<file path="config.mk">
export PLATFORM = sky130hd
export DESIGN_NAME = oac_clock_hold
export DESIGN_NICKNAME = d
export VERILOG_FILES = /design/src/include/oac_pkg.sv /design/src/include/oac_tmr_if.sv /design/src/verilog/oac_hold_timer.sv /design/src/verilog/oac_clock_hold.sv
export VERILOG_INCLUDE_DIRS = /design/src /design/src/include
export SDC_FILE = /design/constraint.sdc
export NUM_CORES = 1
export LEC_CHECK = 0
export ABC_AREA = 1
export BUFFER_PORTS_ARGS = -buffer_cell sky130_fd_sc_hd__buf_4
export CAP_MARGIN = 10
export CORE_AREA = 10 10 70 72
export DETAILED_ROUTE_END_ITERATION = 12
export DIE_AREA = 0 0 80 82
export SLEW_MARGIN = 20
export SYNTH_ARGS = -nofsm -noshare
export SYNTH_HDL_FRONTEND = slang
export SYNTH_SLANG_ARGS = --single-unit
</file>
<file path="constraint.sdc">
create_clock -name i_core_clk -period 1.6 [get_ports i_core_clk]
set_input_delay 0.32 -clock i_core_clk [delete_from_list [all_inputs] [get_ports i_core_clk]]
set_output_delay 0.32 -clock i_core_clk [all_outputs]
set_load 0.01 [all_outputs]
</file>
<file path="src/include/oac_cfg.svh">
// oac_cfg.svh: timing counts for the amplitude-mode clock hold
// assumes a single core clock; included by bare name
`ifndef OAC_CFG_SVH
`define OAC_CFG_SVH

`define OAC_CLK_PERIOD_NS 40
// hold window after amplitude-mode set or stop release, in ns
`define OAC_HOLD_MIN_NS 4060
`define OAC_HOLD_MAX_NS 16120
// least time rounds up to whole cycles
`define OAC_HOLD_MIN_CYC ((`OAC_HOLD_MIN_NS + `OAC_CLK_PERIOD_NS - 1) / `OAC_CLK_PERIOD_NS)
// longest time rounds down
`define OAC_HOLD_MAX_CYC (`OAC_HOLD_MAX_NS / `OAC_CLK_PERIOD_NS)
// hold counted in external clock periods
`define OAC_EXT_HOLD_TICKS 160
// crystal stabilization default, in core cycles
`define OAC_OSC_STAB_CYC 8192
// counter width default
`define OAC_CNT_W 14
// reset value of the amplitude-mode bit
`define OAC_AMP_RST 1'b0

`endif

</file>
<file path="src/include/oac_pkg.sv">
// oac_pkg: types shared by the amplitude-mode clock hold modules
// assumes nothing beyond a SystemVerilog compiler
package oac_pkg;

    // cpu clock source as reported by the clock selector
    typedef enum logic [1:0] {
        OAC_SRC_XTAL,
        OAC_SRC_EXTCLK,
        OAC_SRC_HSOSC
    } oac_clk_src_type;

    // cpu clock gate controller states
    typedef enum logic {
        OAC_ST_RUN,
        OAC_ST_HOLD
    } oac_state_type;

endpackage : oac_pkg

</file>
<file path="src/include/oac_tmr_if.sv">
// oac_tmr_if: hold controller to hold timer connection
// assumes both ends share one clock
`timescale 1ns/100ps
interface oac_tmr_if #(
    parameter int CNT_W = 14
);
    logic start;
    logic ext_mode;
    logic [CNT_W-1:0] limit;
    logic ext_tick;
    logic done;
    logic busy;

    modport ctl (output start, output ext_mode, output limit, output ext_tick,
                 input done, input busy);
    modport tmr (input start, input ext_mode, input limit, input ext_tick,
                 output done, output busy);
endinterface : oac_tmr_if

</file>
<file path="src/verilog/oac_hold_timer.sv">
// oac_hold_timer: counts a hold interval in core cycles or external ticks
// assumes start is a one-cycle pulse and limit is at least one
`timescale 1ns/100ps
module oac_hold_timer #(
    parameter int CNT_W = 14
) (
    input wire logic i_core_clk,
    input wire logic i_arst_n,
    oac_tmr_if.tmr tif
);
    logic [CNT_W-1:0] cnt_r;
    logic [CNT_W-1:0] cnt_nxt;
    logic [CNT_W-1:0] limit_r;
    logic ext_mode_r;
    logic busy_r;
    logic done_r;
    logic step;

    assign step = ext_mode_r ? tif.ext_tick : 1'b1;
    assign cnt_nxt = cnt_r + {{(CNT_W-1){1'b0}}, 1'b1};

    always_ff @(posedge i_core_clk or negedge i_arst_n) begin
        if (!i_arst_n) begin
            cnt_r <= '0;
            limit_r <= '0;
            ext_mode_r <= 1'b0;
            busy_r <= 1'b0;
            done_r <= 1'b0;
        end else begin
            done_r <= 1'b0;
            if (tif.start) begin
                cnt_r <= '0;
                limit_r <= tif.limit;
                ext_mode_r <= tif.ext_mode;
                busy_r <= 1'b1;
            end else if (busy_r && step) begin
                cnt_r <= cnt_nxt;
                if (cnt_nxt == limit_r) begin
                    busy_r <= 1'b0;
                    done_r <= 1'b1;
                end
            end
        end
    end

    assign tif.done = done_r;
    assign tif.busy = busy_r;
endmodule : oac_hold_timer

</file>
<file path="src/verilog/oac_clock_hold.sv">
// oac_clock_hold: amplitude-mode bit with cpu clock hold-off
// assumes all inputs synchronous to i_core_clk, ext tick one cycle per
// external clock period, stop release a one-cycle pulse
`timescale 1ns/100ps
`include "oac_cfg.svh"
module oac_clock_hold #(
    parameter int CNT_W = `OAC_CNT_W,
    parameter int OSC_STAB_CYC = `OAC_OSC_STAB_CYC
) (
    input wire logic i_core_clk,
    input wire logic i_arst_n,
    input wire logic i_amp_wr,
    input wire logic i_amp_wdata,
    input wire logic [1:0] i_clk_src,
    input wire logic i_ext_clk_tick,
    input wire logic i_stop_release,
    output logic o_osc_amplitude_mode_bit,
    output logic o_amp_locked,
    output logic o_cpu_clk_en,
    output logic o_hold_active
);
    localparam int HOLD_CYC = `OAC_HOLD_MIN_CYC;
    localparam int HOLD_MAX = `OAC_HOLD_MAX_CYC;
    localparam int EXT_TICKS = `OAC_EXT_HOLD_TICKS;

    // elaboration checks; a bad parameter set never reaches simulation
    if (CNT_W < 2 || CNT_W > 31) begin : g_bad_cnt_w
        $error("oac_clock_hold: CNT_W out of range");
    end
    if (OSC_STAB_CYC < 1 || OSC_STAB_CYC >= (1 << CNT_W)) begin : g_bad_stab
        $error("oac_clock_hold: OSC_STAB_CYC does not fit the counter");
    end
    if (EXT_TICKS >= (1 << CNT_W) || HOLD_CYC >= (1 << CNT_W)) begin : g_bad_hold_w
        $error("oac_clock_hold: hold counts do not fit the counter");
    end
    // gate stays low two cycles beyond the count
    if (HOLD_CYC + 2 > HOLD_MAX) begin : g_bad_hold_len
        $error("oac_clock_hold: hold exceeds its longest time");
    end

    // limit selection is shared by both trigger paths
    function automatic logic [CNT_W:0] sel_hold(input oac_pkg::oac_clk_src_type src,
                                                input logic from_stop);
        logic [CNT_W:0] r;
        r = '0;
        unique case (src)
            oac_pkg::OAC_SRC_XTAL: begin
                if (from_stop)
                    r = {1'b0, CNT_W'(OSC_STAB_CYC)};
                else
                    r = {1'b0, CNT_W'(HOLD_CYC)};
            end
            oac_pkg::OAC_SRC_EXTCLK: begin
                r = {1'b1, CNT_W'(EXT_TICKS)};
            end
            oac_pkg::OAC_SRC_HSOSC: begin
                // no amplitude effect on the running oscillator at set time
                if (from_stop)
                    r = {1'b0, CNT_W'(HOLD_CYC)};
            end
            default: begin
                r = '0;
            end
        endcase
        return r;
    endfunction : sel_hold

    oac_tmr_if #(.CNT_W(CNT_W)) tif ();

    oac_hold_timer #(.CNT_W(CNT_W)) u_timer (
        .i_core_clk(i_core_clk),
        .i_arst_n(i_arst_n),
        .tif(tif)
    );

    oac_pkg::oac_state_type state_r;
    oac_pkg::oac_clk_src_type src;
    logic amp_r;
    logic locked_r;
    logic cpu_en_r;
    logic hold_r;
    logic start_r;
    logic ext_mode_r;
    logic [CNT_W-1:0] limit_r;
    logic accept;
    logic set_trig;
    logic stop_trig;
    logic [CNT_W:0] hold_sel;
    logic hold_req;

    assign src = oac_pkg::oac_clk_src_type'(i_clk_src);
    assign accept = i_amp_wr && !locked_r;
    assign set_trig = accept && i_amp_wdata && !amp_r;
    assign stop_trig = i_stop_release && amp_r;
    assign hold_sel = sel_hold(src, stop_trig && !set_trig);
    // a zero limit means this source needs no hold
    assign hold_req = (set_trig || stop_trig) && (hold_sel[CNT_W-1:0] != '0);

    // write-once amplitude mode bit; software is trusted to write it early
    always_ff @(posedge i_core_clk or negedge i_arst_n) begin
        if (!i_arst_n) begin
            amp_r <= `OAC_AMP_RST;
            locked_r <= 1'b0;
        end else if (accept) begin
            amp_r <= i_amp_wdata;
            locked_r <= 1'b1;
        end
    end

    // gate controller; triggers while holding are absorbed by the hold
    always_ff @(posedge i_core_clk or negedge i_arst_n) begin
        if (!i_arst_n) begin
            state_r <= oac_pkg::OAC_ST_RUN;
            cpu_en_r <= 1'b1;
            start_r <= 1'b0;
            ext_mode_r <= 1'b0;
            limit_r <= '0;
        end else begin
            start_r <= 1'b0;
            unique case (state_r)
                oac_pkg::OAC_ST_RUN: begin
                    if (hold_req) begin
                        state_r <= oac_pkg::OAC_ST_HOLD;
                        cpu_en_r <= 1'b0;
                        start_r <= 1'b1;
                        ext_mode_r <= hold_sel[CNT_W];
                        limit_r <= hold_sel[CNT_W-1:0];
                    end
                end
                oac_pkg::OAC_ST_HOLD: begin
                    if (tif.done && !tif.busy) begin
                        state_r <= oac_pkg::OAC_ST_RUN;
                        cpu_en_r <= 1'b1;
                    end
                end
            endcase
        end
    end

    // hold flag kept in its own flop so the pin is not a decode
    always_ff @(posedge i_core_clk or negedge i_arst_n) begin
        if (!i_arst_n) begin
            hold_r <= 1'b0;
        end else if (state_r == oac_pkg::OAC_ST_RUN && hold_req) begin
            hold_r <= 1'b1;
        end else if (state_r == oac_pkg::OAC_ST_HOLD && tif.done && !tif.busy) begin
            hold_r <= 1'b0;
        end
    end

    assign tif.start = start_r;
    assign tif.ext_mode = ext_mode_r;
    assign tif.limit = limit_r;
    assign tif.ext_tick = i_ext_clk_tick;

    assign o_osc_amplitude_mode_bit = amp_r;
    assign o_amp_locked = locked_r;
    assign o_cpu_clk_en = cpu_en_r;
    assign o_hold_active = hold_r;
endmodule : oac_clock_hold

</file>
* Word-level counts from Yosys, hierarchy flattened
Cells that the tools add are included.
** Word-level totals
- Register bits after elaboration :: 52
- Logic and storage cells :: 65
** Cells by class
- Bitwise logic cells :: 1
- $add $sub $neg :: 1
- Muxes and demuxes :: 21
- Eq/ne operators :: 5
- Reduce and logical (&&, ||, !) cells :: 24
** Operator list (number)
- $pmux 15 s3 :: 1
- $mux 14 :: 3
- $add 14x1->14 const B :: 1
- $eq 14x14->1 :: 1
- $mux 1 :: 14
- $reduce_bool 14->1 :: 1
- $logic_and 1x1->1 :: 11
- $mux 7 :: 1
- $reduce_and 2->1 :: 3
- $reduce_bool 2->1 :: 3
- $logic_not 1->1 :: 4
- $pmux 1 s2 :: 2
- $eq 2x1->1 const B :: 1
- $eq 2x2->1 const B :: 1
- $logic_not 2->1 :: 1
- $ne 2x1->1 const B :: 1
- $ne 2x2->1 const B :: 1
- $logic_or 1x1->1 :: 1
- $not 1->1 :: 1

* Depth between registers and ports, before layout
Gate-level depths: netlist (run 1).
- Depth after elaboration :: 12
- Mapped depth :: 11
- Depth with buffers taken out :: 11

* Modules after synthesis
From an unflattened synthesis (run 1), not the netlist that was laid out.
** Second synthesis, totals
- Cells, all modules :: 311
- Area, all modules :: 2249.7 µm²
** Modules (own cells, without submodules)
- oac_hold_timer :: area an instance 1773.0 µm², cells each 251, seq. area each 775.7 µm², times used 1
- oac_clock_hold :: area an instance 476.7 µm², cells each 60, seq. area each 251.5 µm², times used 1

* Worst setup path before layout (run 1)
No wires, ideal clock.
- Path type :: reg2reg
- Start point :: register u_timer.cnt_r[1]
- End point :: register u_timer.busy_r, in the netlist u_timer.tif.busy
- Data required time :: 1.478 ns
- Library setup time :: 0.122 ns
- Arrival :: 1.301 ns
- Path buffers :: 0
- Setup slack :: 0.177 ns
- Clock period less this slack :: 1.423 ns
- Stages on the path, launching flop included :: 11
- Cell sequence :: dfrtp_1 -> ha_1 -> nand2_1 -> inv_1 -> nand3_1 -> nand2_1 -> nand2_1 -> nor2_1 -> nand3_1 -> nor2_2 -> a21oi_1
** Between the ends
- Longest elaborated chain between the ends :: 4
** RTL lines
- start, declared :: line oac_hold_timer.sv:11 : logic [CNT_W-1:0] cnt_r;
- start signal, assigned :: line oac_hold_timer.sv:37 : cnt_r <= cnt_nxt;
- $add 14x1->14 :: line oac_hold_timer.sv:20 : assign cnt_nxt = cnt_r + {{(CNT_W-1){1'b0}}, 1'b1};
- $eq 14x14->1 :: line oac_hold_timer.sv:38 : if (cnt_nxt == limit_r) begin
- $reduce_bool 2->1 (no source line)
- $reduce_and 2->1 (no source line)
- end signal, assigned :: line oac_hold_timer.sv:27 : busy_r <= 1'b0;
- end signal, assigned :: line oac_hold_timer.sv:35 : busy_r <= 1'b1;
- end signal, assigned :: line oac_hold_timer.sv:39 : busy_r <= 1'b0;
- end, declared :: line oac_hold_timer.sv:15 : logic busy_r;
Every way passes these cells.
A chain may end at the register's enable or synchronous reset.

* Worst setup path after layout (run 1)
- Start point :: register u_timer.cnt_r[1]
- End point :: register u_timer.done_r, in the netlist u_timer.tif.done
** Between the ends
- Longest elaborated chain between the ends :: 5
** RTL lines
- $add 14x1->14 :: line oac_hold_timer.sv:20
- $eq 14x14->1 :: line oac_hold_timer.sv:38
- $mux 1 :: line oac_hold_timer.sv:38
- $mux 1 :: line oac_hold_timer.sv:36 : end else if (busy_r && step) begin
- $mux 1 :: line oac_hold_timer.sv:31 : if (tif.start) begin
- end signal, assigned :: line oac_hold_timer.sv:28 : done_r <= 1'b0;
- end signal, assigned :: line oac_hold_timer.sv:30 : done_r <= 1'b0;
- end signal, assigned :: line oac_hold_timer.sv:40 : done_r <= 1'b1;
- end, declared :: line oac_hold_timer.sv:16 : logic done_r;
Every way passes these cells.

==> results of run 1 <==
-- registers in the layout (all words and copies together) (netlist names) --
register and flops:
o_amp_locked 1, limit_r 4, u_timer.limit_r 4, u_timer.tif.done 1, o_osc_amplitude_mode_bit 1, o_hold_active 1, u_timer.cnt_r 14, u_timer.tif.busy 1
o_cpu_clk_en 1, start_r 1, state_r 1
-- power by group through the flow --
stage,combinational (mW),clock [mW],sequential (mW)
global placement,0.0315,0,0.773
finish,0.0321,0.814,0.758
detailed placement,0.0319,0,0.773
global route,0.0375,0.865,0.758
CTS,0.0338,0.823,0.758
floorplan,0.00112,0,0.773
-- per-stage QoR --
stage	cells	utilization	hold WS [ns]
final	301	0.572	0.218
after global routing	301	0.572	0.216
after CTS	298	0.547	0.213
after detailed placement	289	0.513	0.281
after global placement	289	0.513	0.279
after floorplan	226	-	0.0244
-- worst reg2reg max path: cells and delay by family, from the launching register on --
| kind | cells | cell delay (ns) |
|---|---|---|
| simple gates | 9 | 0.90 |
| flops | 1 | 0.46 |
| buf+inv | 1 | 0.14 |
-- layout make-up --
| type | instances | area, µm² |
|---|---|---|
| repair buffers | 21 | 160 |
| clock inverters | 2 | 60.1 |
| well taps | 48 | 60.1 |
| fillers | 348 | 1530 |
| flip-flops and latches | 30 | 757 |
| multi-input cells | 164 | 845 |
| inverters | 30 | 114 |
| clock buffers | 6 | 51.3 |
-- routing by layer --
layer,global-route usage,part of all wire,up-vias
li1,-,-,775
met1,0.155,0.48,691
met2,0.189,0.47,23
met3,0.0295,0.035,9
met4,0.0599,0.021,0
met5,0,0,-
-- Yosys cell counts, drive strengths merged --
master / instances
nor3: 1
and2: 1
nand3: 27
nor2: 23
nand2: 77
inv: 29
dfstp: 1
clkinv: 1
ha: 2
clkbuf: 1
xor2: 1
nand4: 6
o22ai: 6
o21a: 1
o21ai: 16
a21oi: 2
dfrtp: 29
buf: 1
nand3b: 1
-- path summary, 6_finish.rpt --
kind | from | end | slack [ns] | cells past startpoint
min reg2reg | o_cpu_clk_en | o_cpu_clk_en | 0.46 | 2
min | i_amp_wr | o_amp_locked | 0.22 | 3
max | u_timer.cnt_r[1] | u_timer.tif.done | 0.06 | 10
max in group asynchronous | i_arst_n | o_cpu_clk_en | 0.83 | 2
min in group asynchronous | i_arst_n | u_timer.cnt_r[9] | 0.44 | 2
max reg2reg | u_timer.cnt_r[1] | u_timer.tif.done | 0.06 | 10
-- logic make-up after synthesis --
logic type,synth area share
adders and majority gates,0.0151
buffers and inverters,0.0754
xor gates and xnor gates,0.00528
AOI/OAI and AO/OA,0.0814
and+or+nand+nor,0.370
DFF,0.453
-- timing repair --
item                                   CTS  global route
gates resized for setup                  0            21
setup endpoints to repair                0             2
setup buffers                            0             3
endpoints found under the hold margin   29             0
hold buffers                             1             0
==> out/metrics.cfg, run 1 <==
[cts]
ctsHtreeMaxLevel = 2
clock_latency_ns = 0.34
cts.sinks = 30
cts_tree = done
cts.clk_slew.worst_paths_ns = 0.11
cts_max_path_buffers = 2
cts_root_buf = clkbuf_4
numCtsBuffers = 5

[global_routing]
grt_pass1_wl_mm = 6.33
grt_usage = 0.122
grt_pass1_vias = 1401
antenna_found_initial = 0
grt-ovfl-total = 0
grt_max_degree = 31

[die]
pin_count = 12
start_util = 0.464
die_w_um = 80
die_y_um = 82
dieArea_mm2 = 0.00656
core_mm2 = 0.00358
rows = 22

[synth]
synth_area_leaders = dfrtp_1, nand2_1, nand3_1
synth_seq_cells = 30
yosysSeqAreaShare = 0.453
synth_top_area_cell = dfrtp_1
ys_types = 24
synth_fp_nets = 236
netlist_area_mm2 = 0.00166
postSynthCellCount = 226
syn_area_per_cell_um2 = 7.35
yosysTopAreaCellShare = 0.437
ys_warn_count = 0

[timing]
finalSetupTns_ns = 0
final-hold-violation-count = 0
finalCriticalPeriod_ns = 1.54
fmax_mhz = 651
grt_setup_unrepaired = yes
setup_ws_ns = 0.0635
tightest_slew_ns = 0.399
maxSlewHeadroom = 0.734
finalCritPeriodShare = 0.960
clock_skew_ns = 0.0130
slew_viol_final = 0
setup_viol = 0

[layout]
layout.nets = 262
n_antenna_cell = 0
syn_to_final_growth_pct = 23.3
layout_common_cells = nand2_1, inv_1, dfrtp_1
drive_above_1_share = 0.237
layout.cells.most_common = nand2_1
finish.instance_area_mm2 = 0.00205

[run_status]
status = complete, no violations

[run]
maxCapViolCount = 0

[worst_setup_path]
critPathLaunchType = flip-flop
critPathTopFamily = simple AND/OR/NAND/NOR gates
critPathRequiredTime_ns = 1.89
crit_slowest_cell = dfrtp_2
path_common_cell = nand2_1
crit_fanout = 5
crit_path_max_incr_delay_ns = 0.46
crit_chain = buf_4, nand3_2, nor2_2, nand2_1, nand2_1, nand2_1, nand2_1, nand2_1, nor2_2, and2_1
endpoint_kind = flip-flop
path_class = flip-flop to flip-flop
cp_num_buf_inv = 1
arrival_ns = 1.83

[place]
hpwl_mm = 2.71
pre_cts_ws_ns = 0.0133
gp_congestion = 0.834
port_buffers = 11
place_area_mm2 = 0.00184

[routing]
wl_mm = 3.78
ant_nets = 0
via_per_inst = 4.98
vias = 1498
remaining_drc_errors = 0
post_drt_wl_per_cell_um = 12.6
first_iter_violations = 88
first_pass_iters = 4

[power]
comb_power_share = 0.020
internal_power_mw = 1.30
peakVddDrop_mv = 0.431
power_frac_seq = 0.472
powerDensity_mw_per_mm2 = 784
power_frac_clock = 0.508
p_sw_frac = 0.190
p_leak_nw = 0.977
switching_power_mw = 0.304
power_mw = 1.60

[hold_path]
hold_path_class = input pin to flip-flop

No activity file was read; power rests on OpenSTA's default activity.
==> run 2, diff against run 1 <==
--- a/config.mk
+++ b/config.mk
@@ -6,12 +6,12 @@
 export SDC_FILE = /design/constraint.sdc
 export NUM_CORES = 1
 export LEC_CHECK = 0
-export ABC_AREA = 1
-export BUFFER_PORTS_ARGS = -buffer_cell sky130_fd_sc_hd__buf_4
+export BUFFER_PORTS_ARGS = -buffer_cell sky130_fd_sc_hd__buf_2
 export CAP_MARGIN = 10
-export CORE_AREA = 10 10 70 72
+export CORE_AREA = 10 10 69 71
 export DETAILED_ROUTE_END_ITERATION = 12
-export DIE_AREA = 0 0 80 82
+export DIE_AREA = 0 0 79 81
+export PLACE_DENSITY = 0.66
 export SLEW_MARGIN = 20
 export SYNTH_ARGS = -nofsm -noshare
 export SYNTH_HDL_FRONTEND = slang
==> out/metrics.cfg, run 2 <==
[layout]
regArea_um2 = 758
layout.nets = 222
n_antenna_cell = 0
drive_above_1_share = 0.357
fillers = 326
layout_common_cells = buf_4, nor2_1, dfrtp_1
largest_reg_flops = 14
largest_registers = u_timer.cnt_r (14), limit_r (4), u_timer.limit_r (4)
syn_to_final_growth_pct = 27.2
multi_input_area_um2 = 913
final_util = 0.594
layout.cells.most_common = buf_4
instances_no_fill = 261
top_register = u_timer.cnt_r

[run]
maxCapViolCount = 0

[synth]
yosysSeqAreaShare = 0.457
postSynthCellCount = 169
synth_area_leaders = dfrtp_1, xnor2_1, nor2_1
synth_top_area_cell = dfrtp_1
ys_warn_count = 0
synth_fp_nets = 179
ys.flop_type = dfrtp_1
synth_most_common_cell = dfrtp_1
async_reset_ff_frac = 1.00
synth_seq_cells = 30
synth_edf_count = 0
netlist_area_mm2 = 0.00165
ys_types = 45
yosysTopAreaCellShare = 0.441
syn_area_per_cell_um2 = 9.74
yosys-top-cells-count = dfrtp_1, nor2_1, xnor2_1

[timing]
maxSlewHeadroom = 0.741
final-hold-violation-count = 0
tightest_slew_ns = 0.389
setup_ws_ns = -0.177
slew_viol_final = 0
grt_setup_unrepaired = yes
fmax_mhz = 563
finalCritPeriodShare = 1.11
finalSetupTns_ns = -0.353
finalCriticalPeriod_ns = 1.78
clock_skew_ns = 0.00542
setup_viol = 2

[die]
dieArea_mm2 = 0.00640
die_w_um = 79
die_y_um = 81
rows = 22
pin_count = 12
core_mm2 = 0.00352
start_util = 0.467

[worst_setup_path]
arrival_ns = 2.00
path_class = flip-flop to flip-flop
regToRegSetupSlack_ns = -0.18
critPathLaunchType = flip-flop
cp_num_buf_inv = 0
crit_path_max_incr_delay_ns = 0.44
crit_fanout = 4
crit_slowest_cell = dfrtp_2
endpoint_kind = flip-flop
critPathTopFamily = compound AO/OA/AOI/OAI gates
critPathRequiredTime_ns = 1.82
crit_chain = ha_4, or3b_4, o22ai_4, a21oi_2, o22a_1, nor2_2, a31oi_1

[routing]
remaining_drc_errors = 0
wl_mm = 3.83
ant_nets = 0
first_pass_iters = 4
post_drt_wl_per_cell_um = 14.7
vias = 1381
via_per_inst = 5.29
first_iter_violations = 125

[cts]
cts_root_buf = clkbuf_4
cts.clk_slew.worst_paths_ns = 0.10
clock_latency_ns = 0.34
cts_tree = done
cts.sinks = 30
numCtsBuffers = 5
ctsHtreeMaxLevel = 2
cts_max_path_buffers = 2

[place]
post-place-cells = 248
hpwl_mm = 2.73
pre_cts_ws_ns = -0.260
port_buffers = 11
gp_congestion = 0.862

[hold_path]
hold_path_class = input pin to flip-flop

[global_routing]
grt-ovfl-total = 0
grt_pass1_vias = 1386
grt_max_degree = 31
grt_pass1_wl_mm = 6.31
antenna_found_initial = 0
grt_usage = 0.124

[power]
switching_power_mw = 1.31
p_leak_nw = 0.911
powerDensity_mw_per_mm2 = 1640
comb_power_share = 0.492
internal_power_mw = 2.12
power_mw = 3.43
p_sw_frac = 0.381
peakVddDrop_mv = 0.794
power_frac_seq = 0.363
power_frac_clock = 0.145

[run_status]
violations = negative setup slack
status = finished with violations

run 2: power groups by stage:
stage	registers (mW)	clock network, mW	logic [mW]
after floorplan	1.22	0	0.929
after global placement	1.22	0	1.45
after CTS	1.23	0.518	1.57
after detailed placement	1.24	0	1.51
final	1.24	0.498	1.69
after global routing	1.28	0.548	1.85
run 2: layout make-up:
cell class	count	share of cell area
Sequential cell	30	0.362
Timing Repair Buffer	40	0.132
Inverter	6	0.0108
Multi-Input combinational cell	129	0.436
Tap cell	48	0.0287
Clock inverter	2	0.00598
Clock buffer	6	0.0245
run 2: final timing paths:
path / from / end / cells past startpoint
worst max-delay path: u_timer.cnt_r[1] / u_timer.tif.busy / 7
worst min register to register: limit_r[7] / u_timer.limit_r[7] / 2
worst max register to register: u_timer.cnt_r[1] / u_timer.tif.busy / 7
min in group asynchronous: i_arst_n / u_timer.cnt_r[9] / 3
worst min-delay path: i_amp_wr / o_amp_locked / 2
max in group asynchronous: i_arst_n / o_cpu_clk_en / 3
run 2: what timing repair did:
item,in CTS,in global routing
setup endpoints to repair,3,7
pin swaps,0,7
setup buffers,0,4
resized for setup,5,9
hold buffers,1,0
endpoints found under the hold margin,29,0
run 2: kinds of logic after synthesis:
| family | share of synthesized area |
|---|---|
| mux | 0.0335 |
| buf+inv | 0.0297 |
| compound gates | 0.0981 |
| flops | 0.457 |
| fa+ha+maj | 0.0152 |
| simple gates | 0.234 |
| xor+xnor | 0.132 |
run 2: worst reg2reg max path: cells and delay by family (launching register included):
family                   cells  cell delay [ns]
AND/OR/NAND/NOR              2             0.48
AO/OA/AOI/OAI                4             0.49
flip-flops                   1             0.44
adder cells (fa/ha/maj)      1             0.25
run 2: per-stage QoR:
step | cell area (µm²) | hold WS, ns
after floorplan | 1660 | 0.0244
after global placement | 1930 | 0.350
after detailed placement | 1930 | 0.358
after CTS | 2020 | 0.178
after global routing | 2090 | 0.187
final | 2090 | 0.204
run 2: routing by layer:
layer	vias to the layer above	track usage	wire [µm]
li1	670	-	-
met1	659	0.145	1620
met2	40	0.209	1960
met3	12	0.0397	159
met4	0	0.0466	93
met5	-	0	0
==> run 3, diff against run 2 <==
--- a/config.mk
+++ b/config.mk
@@ -6,12 +6,13 @@
 export SDC_FILE = /design/constraint.sdc
 export NUM_CORES = 1
 export LEC_CHECK = 0
+export ABC_AREA = 1
 export BUFFER_PORTS_ARGS = -buffer_cell sky130_fd_sc_hd__buf_2
 export CAP_MARGIN = 10
-export CORE_AREA = 10 10 69 71
+export CORE_AREA = 10 10 72 74
 export DETAILED_ROUTE_END_ITERATION = 12
-export DIE_AREA = 0 0 79 81
-export PLACE_DENSITY = 0.66
+export DIE_AREA = 0 0 82 84
+export GPL_TIMING_DRIVEN = 0
 export SLEW_MARGIN = 20
 export SYNTH_ARGS = -nofsm -noshare
 export SYNTH_HDL_FRONTEND = slang
==> out/metrics.cfg, run 3 (synthesized netlist as in run 1, its figures left out) <==
[timing]
clock_skew_ns = 0.00932
finalCritPeriodShare = 0.976
tightest_slew_ns = 0.699
finalSetupTns_ns = 0
fmax_mhz = 640
slew_viol_final = 0
setup_viol = 0
finalCriticalPeriod_ns = 1.56
grt_setup_unrepaired = yes
finalHoldWorstSlack_ns = 0.0704
maxSlewHeadroom = 0.534
final-hold-violation-count = 0

[global_routing]
grt_pass1_wl_mm = 6.26
antenna_found_initial = 0
grt_usage = 0.113
grt-ovfl-total = 0
grt_max_degree = 31
grt_pass1_vias = 1371

[routing]
ant_nets = 0
first_pass_iters = 4
remaining_drc_errors = 0
first_iter_violations = 114
vias = 1461
wl_mm = 3.59
post_drt_wl_per_cell_um = 12.1
via_per_inst = 4.92

[cts]
ctsHtreeMaxLevel = 2
cts_tree = done
numCtsBuffers = 5
cts_max_path_buffers = 2
cts_root_buf = clkbuf_8
cts.clk_slew.worst_paths_ns = 0.07
clock_latency_ns = 0.29
cts.sinks = 30

[layout]
layout.cells.most_common = nand2_1
top_register = u_timer.cnt_r
instances_no_fill = 297
final_util = 0.502
n_antenna_cell = 0
largest_reg_flops = 14
largest_registers = u_timer.cnt_r (14), limit_r (4), u_timer.limit_r (4)
layout.nets = 256
fillers = 401
finish.instance_area_mm2 = 0.00193
syn_to_final_growth_pct = 16.5
layout_common_cells = nand2_1, inv_1, dfrtp_1
drive_above_1_share = 0.198

[run]
maxCapViolCount = 0

[die]
die_w_um = 82
start_util = 0.431
pin_count = 12
dieArea_mm2 = 0.00689
core_mm2 = 0.00386
rows = 23
die_y_um = 84

[place]
hpwl_mm = 2.58
port_buffers = 11
post-place-cells = 287
gp_congestion = 0.786
place_area_mm2 = 0.00178

[hold_path]
hold_path_class = input pin to asynchronous set/reset pin

[worst_setup_path]
endpoint_kind = flip-flop
critPathLaunchType = flip-flop
arrival_ns = 1.78
regToRegSetupSlack_ns = 0.04
crit_fanout = 4
critPathRequiredTime_ns = 1.82
path_class = flip-flop to flip-flop

[run_status]
status = complete, no violations

[power]
peakVddDrop_mv = 0.599
p_leak_nw = 0.931
powerDensity_mw_per_mm2 = 741

run 3: changes by cell type in the layout (fill, tap and decap cells not counted), sizes merged, moves of 10 or more:
cell,delta
buf,-25
inv,+23
nand2,+63
nand3,+21
o21ai,+10
xnor2,-18
run 3: worst max-delay path, stage by stage, from the launching register on:
cell and delay (ns):
dfrtp_2 0.43, ha_2 0.20, inv_1 0.06, nor2_4 0.13, nand3_1 0.08, nand2_1 0.07, nand2_1 0.07, nor2_2 0.11
nand2_1 0.07, nor2_2 0.14, and2_1 0.15
run 3: final cells by class:
type	instances	area (µm²)	area share
multi-input cells	164	825	0.426
flip-flops and latches	30	756	0.391
inverters	30	114	0.0589
clock buffers	6	82.6	0.0427
repair buffers	13	70.1	0.0362
well taps	50	62.6	0.0323
clock inverters	2	12.5	0.00647
plain buffers	2	12.5	0.00647
run 3: metal layers:
| layer | track usage | up-vias | part of all wire |
|---|---|---|---|
| li1 | - | 765 | - |
| met1 | 0.145 | 672 | 0.49 |
| met4 | 0.0449 | 0 | 0.013 |
| met2 | 0.172 | 19 | 0.47 |
| met3 | 0.0334 | 5 | 0.028 |
| met5 | 0 | - | 0 |
run 3: what timing repair did:
item,4_1_cts,5_1_grt
pin swaps,0,1
resized for setup,7,9
setup endpoints to repair,12,5
setup buffers,1,1
hold buffers,0,0
run 3: final timing paths:
path | startpoint | endpoint | cells past startpoint
worst max register to register | u_timer.cnt_r[0] | u_timer.tif.done | 10
worst max-delay path | u_timer.cnt_r[0] | u_timer.tif.done | 10
worst min-delay path | i_arst_n | u_timer.cnt_r[2] | 1
max in group asynchronous | i_arst_n | u_timer.cnt_r[3] | 1
min in group i_core_clk | i_amp_wr | o_amp_locked | 3
worst min register to register | o_cpu_clk_en | o_cpu_clk_en | 2
run 3: report_power, final:
part | internal, mW | switching (mW) | total [mW]
logic | 0.00656 | 0.0190 | 0.0255
clock network | 0.345 | 0.304 | 0.649
registers | 0.758 | 0 | 0.758
run 3: metrics by stage:
| step | power [mW] | setup WS, ns |
|---|---|---|
| final | 1.43 | 0.0381 |
| after global routing | 1.48 | -0.103 |
| after CTS | 1.45 | 0.00414 |
| after detailed placement | 0.799 | -0.0734 |
| after global placement | 0.799 | -0.0410 |
| after floorplan | 0.774 | 0.177 |
